===== src/design/qdx_map.vh =====
// constants for the three-axis quadrature decoder
`ifndef QDX_MAP_VH
`define QDX_MAP_VH
`define QDX_AXES 3
`define QDX_CNT_W 16
`define QDX_CNT_RST 16'h0000
`define QDX_CNT_ONE 16'h0001
`define QDX_DIV_ONE 8'h01
`define QDX_PH_RST 2'h0
`define QDX_DIR_NONE 2'h0
`define QDX_DIR_UP 2'h1
`define QDX_DIR_DN 2'h2
`define QDX_AX_X 0
`define QDX_AX_Y 1
`define QDX_AX_Z 2
`define QDX_PORT0_W 8
`define QDX_PORT1_W 6
`define QDX_SEL_W 3
`define QDX_DIV_W 8
`define QDX_DIV_RST 8'h00
`define QDX_CLK_MHZ 200
`define QDX_SMP_MAX_MHZ 16
`define QDX_DIV_MIN ((`QDX_CLK_MHZ + `QDX_SMP_MAX_MHZ - 1) / `QDX_SMP_MAX_MHZ - 1)
`define QDX_FLT_LEN 3
`define QDX_FLT_W 2
`define QDX_FLT_ONES 3'h7
`define QDX_FLT_ZERO 3'h0
`endif


===== src/design/qdx_filter.v =====
// spike filter for one channel input
`timescale 1ns/1ps
`default_nettype none
`include "qdx_map.vh"
module qdx_filter (
  input wire i_ref_clk,
  input wire i_rst_b,
  input wire i_smp,
  input wire i_raw,
  output wire o_clean
);
  reg [`QDX_FLT_LEN-1:0] hist_q;
  reg clean_q;
  // output moves only after the level has held for all taps
  always @(posedge i_ref_clk or negedge i_rst_b) begin
    if (!i_rst_b) begin
      hist_q <= `QDX_FLT_ZERO;
      clean_q <= 1'b0;
    end else if (i_smp) begin
      hist_q <= {hist_q[`QDX_FLT_LEN-2:0], i_raw};
      if (hist_q == `QDX_FLT_ONES)
        clean_q <= 1'b1;
      else if (hist_q == `QDX_FLT_ZERO)
        clean_q <= 1'b0;
    end
  end
  assign o_clean = clean_q;
endmodule
`default_nettype wire


===== src/design/qdx_decoder.v =====
// three-axis quadrature decoder with sampling divider and wake request
`timescale 1ns/1ps
`default_nettype none
`include "qdx_map.vh"
module qdx_decoder (
  input wire i_ref_clk,
  input wire i_rst_b,
  input wire [`QDX_PORT0_W-1:0] i_port_zero,
  input wire [`QDX_PORT1_W-1:0] i_port_one,
  input wire [`QDX_AXES-1:0] i_src_port_one,
  input wire [`QDX_AXES*`QDX_SEL_W-1:0] i_sel_a,
  input wire [`QDX_AXES*`QDX_SEL_W-1:0] i_sel_b,
  input wire [`QDX_DIV_W-1:0] i_clk_div,
  input wire i_enable,
  input wire i_wake_en,
  input wire i_wake_clr,
  output wire [`QDX_CNT_W-1:0] o_count_x,
  output wire [`QDX_CNT_W-1:0] o_count_y,
  output wire [`QDX_CNT_W-1:0] o_count_z,
  output wire o_wake
);
  // pick one pin of the chosen port; port one is narrower, high indices read 0
  function pick;
    input from_one;
    input [`QDX_SEL_W-1:0] sel;
    input [`QDX_PORT0_W-1:0] p0;
    input [`QDX_PORT1_W-1:0] p1;
    begin
      if (from_one)
        pick = (sel < `QDX_PORT1_W) ? p1[sel] : 1'b0;
      else
        pick = p0[sel];
    end
  endfunction

  // step direction from old and new phase pair {a, b}; a leading b counts up
  function [1:0] step;
    input [1:0] prev;
    input [1:0] cur;
    begin
      case ({prev, cur})
        4'h2, 4'hb, 4'hd, 4'h4: step = `QDX_DIR_UP;
        4'h1, 4'h7, 4'he, 4'h8: step = `QDX_DIR_DN;
        default: step = `QDX_DIR_NONE;
      endcase
    end
  endfunction

  // next count of one axis; plain add and subtract wrap in two's complement
  function [`QDX_CNT_W-1:0] bump;
    input [`QDX_CNT_W-1:0] cnt;
    input [1:0] dir;
    begin
      case (dir)
        `QDX_DIR_UP: bump = cnt + `QDX_CNT_ONE;
        `QDX_DIR_DN: bump = cnt - `QDX_CNT_ONE;
        default: bump = cnt;
      endcase
    end
  endfunction

  // sample tick; divider floored so the rate never exceeds 16 MHz
  localparam [`QDX_DIV_W-1:0] DIV_FLOOR = `QDX_DIV_MIN;
  reg [`QDX_DIV_W-1:0] div_q;
  wire [`QDX_DIV_W-1:0] div_lim = (i_clk_div < DIV_FLOOR) ?
    DIV_FLOOR : i_clk_div;
  wire smp = i_enable && (div_q == `QDX_DIV_RST);
  always @(posedge i_ref_clk or negedge i_rst_b) begin
    if (!i_rst_b)
      div_q <= `QDX_DIV_RST;
    else if (!i_enable || div_q == `QDX_DIV_RST)
      div_q <= div_lim;
    else
      div_q <= div_q - `QDX_DIV_ONE;
  end

  reg wake_q;

  // axis x: pin pick, two filters, phase memory and count
  wire x_ra = pick(i_src_port_one[`QDX_AX_X], i_sel_a[`QDX_AX_X*`QDX_SEL_W +: `QDX_SEL_W],
    i_port_zero, i_port_one);
  wire x_rb = pick(i_src_port_one[`QDX_AX_X], i_sel_b[`QDX_AX_X*`QDX_SEL_W +: `QDX_SEL_W],
    i_port_zero, i_port_one);
  wire x_ca;
  wire x_cb;
  reg [`QDX_CNT_W-1:0] x_cnt_q;
  reg [1:0] x_ph_q;

  qdx_filter u_x_fa (
    .i_ref_clk(i_ref_clk),
    .i_rst_b(i_rst_b),
    .i_smp(smp),
    .i_raw(x_ra),
    .o_clean(x_ca)
  );
  qdx_filter u_x_fb (
    .i_ref_clk(i_ref_clk),
    .i_rst_b(i_rst_b),
    .i_smp(smp),
    .i_raw(x_rb),
    .o_clean(x_cb)
  );

  wire [1:0] x_dir = step(x_ph_q, {x_ca, x_cb});
  always @(posedge i_ref_clk or negedge i_rst_b) begin
    if (!i_rst_b) begin
      x_cnt_q <= `QDX_CNT_RST;
      x_ph_q <= `QDX_PH_RST;
    end else if (smp) begin
      x_ph_q <= {x_ca, x_cb};
      x_cnt_q <= bump(x_cnt_q, x_dir);
    end
  end

  // axis y: same path, own pins and count
  wire y_ra = pick(i_src_port_one[`QDX_AX_Y], i_sel_a[`QDX_AX_Y*`QDX_SEL_W +: `QDX_SEL_W],
    i_port_zero, i_port_one);
  wire y_rb = pick(i_src_port_one[`QDX_AX_Y], i_sel_b[`QDX_AX_Y*`QDX_SEL_W +: `QDX_SEL_W],
    i_port_zero, i_port_one);
  wire y_ca;
  wire y_cb;
  reg [`QDX_CNT_W-1:0] y_cnt_q;
  reg [1:0] y_ph_q;

  qdx_filter u_y_fa (
    .i_ref_clk(i_ref_clk),
    .i_rst_b(i_rst_b),
    .i_smp(smp),
    .i_raw(y_ra),
    .o_clean(y_ca)
  );
  qdx_filter u_y_fb (
    .i_ref_clk(i_ref_clk),
    .i_rst_b(i_rst_b),
    .i_smp(smp),
    .i_raw(y_rb),
    .o_clean(y_cb)
  );

  wire [1:0] y_dir = step(y_ph_q, {y_ca, y_cb});
  always @(posedge i_ref_clk or negedge i_rst_b) begin
    if (!i_rst_b) begin
      y_cnt_q <= `QDX_CNT_RST;
      y_ph_q <= `QDX_PH_RST;
    end else if (smp) begin
      y_ph_q <= {y_ca, y_cb};
      y_cnt_q <= bump(y_cnt_q, y_dir);
    end
  end

  // axis z: same path, own pins and count
  wire z_ra = pick(i_src_port_one[`QDX_AX_Z], i_sel_a[`QDX_AX_Z*`QDX_SEL_W +: `QDX_SEL_W],
    i_port_zero, i_port_one);
  wire z_rb = pick(i_src_port_one[`QDX_AX_Z], i_sel_b[`QDX_AX_Z*`QDX_SEL_W +: `QDX_SEL_W],
    i_port_zero, i_port_one);
  wire z_ca;
  wire z_cb;
  reg [`QDX_CNT_W-1:0] z_cnt_q;
  reg [1:0] z_ph_q;

  qdx_filter u_z_fa (
    .i_ref_clk(i_ref_clk),
    .i_rst_b(i_rst_b),
    .i_smp(smp),
    .i_raw(z_ra),
    .o_clean(z_ca)
  );
  qdx_filter u_z_fb (
    .i_ref_clk(i_ref_clk),
    .i_rst_b(i_rst_b),
    .i_smp(smp),
    .i_raw(z_rb),
    .o_clean(z_cb)
  );

  wire [1:0] z_dir = step(z_ph_q, {z_ca, z_cb});
  always @(posedge i_ref_clk or negedge i_rst_b) begin
    if (!i_rst_b) begin
      z_cnt_q <= `QDX_CNT_RST;
      z_ph_q <= `QDX_PH_RST;
    end else if (smp) begin
      z_ph_q <= {z_ca, z_cb};
      z_cnt_q <= bump(z_cnt_q, z_dir);
    end
  end

  // any valid step on any axis; a double change steps nothing, so no wake
  wire moved_any = smp && ((x_dir != `QDX_DIR_NONE) || (y_dir != `QDX_DIR_NONE) ||
    (z_dir != `QDX_DIR_NONE));

  // sticky wake; a new movement wins over a clear in the same cycle
  always @(posedge i_ref_clk or negedge i_rst_b) begin
    if (!i_rst_b)
      wake_q <= 1'b0;
    else if (i_wake_en && moved_any)
      wake_q <= 1'b1;
    else if (i_wake_clr || !i_wake_en)
      wake_q <= 1'b0;
  end

  assign o_count_x = x_cnt_q;
  assign o_count_y = y_cnt_q;
  assign o_count_z = z_cnt_q;
  assign o_wake = wake_q;
endmodule
`default_nettype wire


===== config.mk =====
export PLATFORM = sky130hd
export DESIGN_NAME = qdx_decoder
export DESIGN_NICKNAME = d
export VERILOG_FILES = /design/src/design/qdx_filter.v /design/src/design/qdx_decoder.v
export VERILOG_INCLUDE_DIRS = /design/src /design/src/design
export SDC_FILE = /design/constraint.sdc
export NUM_CORES = 1
export LEC_CHECK = 0
export ABC_AREA = 1
export BUFFER_PORTS_ARGS = -buffer_cell sky130_fd_sc_hd__clkbuf_2
export CORE_ASPECT_RATIO = 0.8
export CORE_UTILIZATION = 60
export DETAILED_ROUTE_END_ITERATION = 16
export PLACE_DENSITY = 0.84
export SYNTH_ARGS = -nofsm -noshare
export SYNTH_HDL_FRONTEND = slang
export SYNTH_SLANG_ARGS = --single-unit

===== constraint.sdc =====
create_clock -name i_ref_clk -period 6.8 [get_ports i_ref_clk]
set_input_delay 0.68 -clock i_ref_clk [delete_from_list [all_inputs] [get_ports i_ref_clk]]
set_output_delay 0.68 -clock i_ref_clk [all_outputs]
set_load 0.01 [all_outputs]

==> flow_summary.ini <==
[layout]
multiInputGateArea_um2 = 4131
stdcell_area_um2 = 7825
insertedDiodeCount = 0
final_nets = 1200
nFillCells = 1000
final-seq-area_um2 = 2177
drive_gt1_share_pct = 15.71
area_growth_pct = 10.46

[sta]
fin_skew_ps = 8.341
fin_crit_ps = 3217
finalHoldViolCount = 0
maxSlewHeadroom_pct = 31.25
tightest_slew_ps = 1031
setup_viol = 0
slew_viol_final = 0
tns_ps = 0
timing.fmax_mhz = 310.8
rsz0062_at_grt = false
setup_slack_ps = 3583
period_share_pct = 47.31

[critical_path]
critPathKind = register to register
crit_start = u_z_fb.o_clean
cp_data_required_time_ps = 7040
r2r-start = u_z_fb.o_clean
worstSetupStartpointType = register
worstSetupEndpoint = o_count_z[14]
rrSetupSlack_ps = 3580
r2r_cells = 18
rr_endpoint = o_count_z[14]
cp_max_fo = 23
arrival_ps = 3450
critPathCaptureType = register

[pwr]
cellLeakagePower_uw = 0.004115
pwr-share-comb_pct = 37.6
power_uw = 1696
pwr-share-seq_pct = 35.2
clkPwrFrac_pct = 27.2
swShare_pct = 39.87
p_int_uw = 1019
ir_drop_mv = 0.1210
switchingPower_uw = 676.0
powerDensity_nw_per_um2 = 216.7

[cts]
root_buffer = clkbuf_16
ctsResizeCount = 0
clock_path_buffers = 2
cts_buffers = 9
tritoncts = done
clock_sinks = 87
cts.clk_slew.worst_paths_ps = 70
clkLatencyLatePin_ps = 340
cts_setup_buffers = 0
cts_max_level = 3
hold_buffers = 0

[logic_synthesis]
synth_common_cells = nand2_1 (302), inv_1 (143), o21ai_0 (115)
async_flop_share_pct = 100.0
syn_avg_cell_area_um2 = 6.664
synth_edf_count = 0
synth-main-ff-cell = dfrtp_1
synth_seq_cells = 87
synth.area.top_cells = dfrtp_1 (31%), nand2_1 (16%), o21ai_0 (8.1%)
synth_top_area_cell = dfrtp_1
syn-instance-count = 1063
yosysSeqAreaShare_pct = 30.73
synth_top_area_share_pct = 30.73
ys_warn_count = 0
synth_most_common_cell = nand2_1
synth_cell_type_count = 49
synth_area_um2 = 7084
synth_nets = 1122

[drt]
routedWlPerCell_um = 12.84
drc_errors = 0
wl_mm = 16.61
dr_total_vias = 7089
drt_iter0_drc = 610
dr.pass1.iters = 5
vias_per_cell = 5.478
drtAntennaViolNets = 0

[placed_design]
pre_cts_slack_ps = 3597
place.gp.congestion = 0.9590
placed_area_um2 = 7551
hpwl_mm = 12.10
placement.io_buffers = 96

[grt]
grt_overflow_total = 0
grt_pass1_vias = 6198
antenna_found_initial = 0
grt_usage_pct = 28.41
grt_pass1_wl_mm = 28.20
grt_max_degree = 63

[die]
dieArea_um2 = 12250
die_y_um = 99.19
ios = 97
coreArea_um2 = 11520
die_x_um = 123.5
rows = 35
initial_core_util_pct = 61.51

[job]
maxCapViolCount = 0

[outcome]
status = completed

[min_path]
hp-class = primary input to async pin
==> worst min path at each step <==
stage / slack, ps / from / to / cells after the start
2_1_floorplan: 380 / i_rst_b / div_q[0] / 0
3_3_place_gp: 460 / div_q[0] / div_q[0] / 1
3_5_place_dp: 460 / div_q[0] / div_q[0] / 1
4_1_cts: 250 / i_rst_b / o_count_x[8] / 1
5_1_grt: 270 / i_rst_b / o_count_x[7] / 1
6_report: 240 / i_rst_b / o_count_x[8] / 1
==> power by group through the flow <==
| stage | sequential (uW) | clock (uW) | combinational, uW |
|---|---|---|---|
| 6_report | 597 | 462 | 637 |
| 4_1_cts | 596 | 474 | 631 |
| 5_1_grt | 602 | 491 | 720 |
| 2_1_floorplan | 600 | 0 | 510 |
| 3_3_place_gp | 603 | 0 | 613 |
| 3_5_place_dp | 605 | 0 | 626 |
==> metal layers <==
metal / vias up / track usage [%] / share of wire (%)
li1: 3585 / - / -
met1: 3226 / 39.70 / 45
met2: 259 / 45.51 / 47
met3: 19 / 4.644 / 7.2
met4: 0 / 7.785 / 1.1
met5: - / 0 / 0
==> stage by stage <==
stage | cells | hold slack (ps) | utilization [%]
2_1_floorplan | 1063 | 384.4 | -
3_3_place_gp | 1278 | 458.3 | 65.56
3_5_place_dp | 1278 | 464.9 | 65.56
4_1_cts | 1294 | 246.9 | 67.94
5_1_grt | 1294 | 267.4 | 67.94
6_report | 1294 | 237.0 | 67.94
==> cell type report <==
class | instances | share of cell area, %
multi-input cells | 796 | 52.80
flip-flops and latches | 87 | 27.82
inverters | 149 | 7.147
repair buffers | 98 | 6.364
clock buffers | 9 | 2.878
well taps | 148 | 2.366
clock inverters | 7 | 0.6236
==> cells in the final DEF, fill, tap and decap left out, types with 10 or more instances in the layout <==
cell / count
nand2_2: 23
o21ai_1: 19
a21oi_1: 47
clkbuf_2: 95
nor2_2: 11
o21ai_0: 115
xnor2_1: 11
o211ai_1: 10
nand2_1: 302
o22ai_1: 10
nor2_1: 60
ha_1: 11
dfrtp_1: 87
xor2_1: 27
inv_1: 143
nand3_1: 64
nand3b_1: 11
==> flip-flops by register name, summed over array words and instances, names as in the netlist <==
register	flops
u_y_fb.hist_q	3
o_count_y	16
u_y_fa.hist_q	3
o_count_z	16
o_count_x	16
u_z_fa.o_clean	1
div_q	8
y_ph_q	2
u_z_fa.hist_q	3
u_x_fb.o_clean	1
x_ph_q	2
u_z_fb.hist_q	3
u_x_fb.hist_q	3
z_ph_q	2
u_x_fa.hist_q	3
u_z_fb.o_clean	1
u_y_fa.o_clean	1
u_x_fa.o_clean	1
u_y_fb.o_clean	1
o_wake	1
==> worst max-delay path: stages, from the launching register on <==
cell,delay [ps]
dfrtp_1,390
xor2_1,160
inv_1,70
nor2_1,170
ha_1,870
xnor2_1,240
inv_1,80
ha_1,190
inv_1,50
nand2_1,80
nand2_1,90
nand2_2,70
nand2_1,60
nand2_1,90
nand2_1,100
nand2_1,60
or2_1,200
nand3_1,70
nand2_1,50
==> cells by family (layout without fill, tap and decap cells) <==
group	count (synthesis)	after routing	synth area share, %
xor gates and xnor gates	44	44	6.076
AOI/OAI and AO/OA	227	227	17.70
adders and majority gates	11	11	1.943
and+or+nand+nor	514	514	32.60
DFF	87	87	30.73
buffers and inverters	180	263	10.95
(Power assumes the default switching activity.)
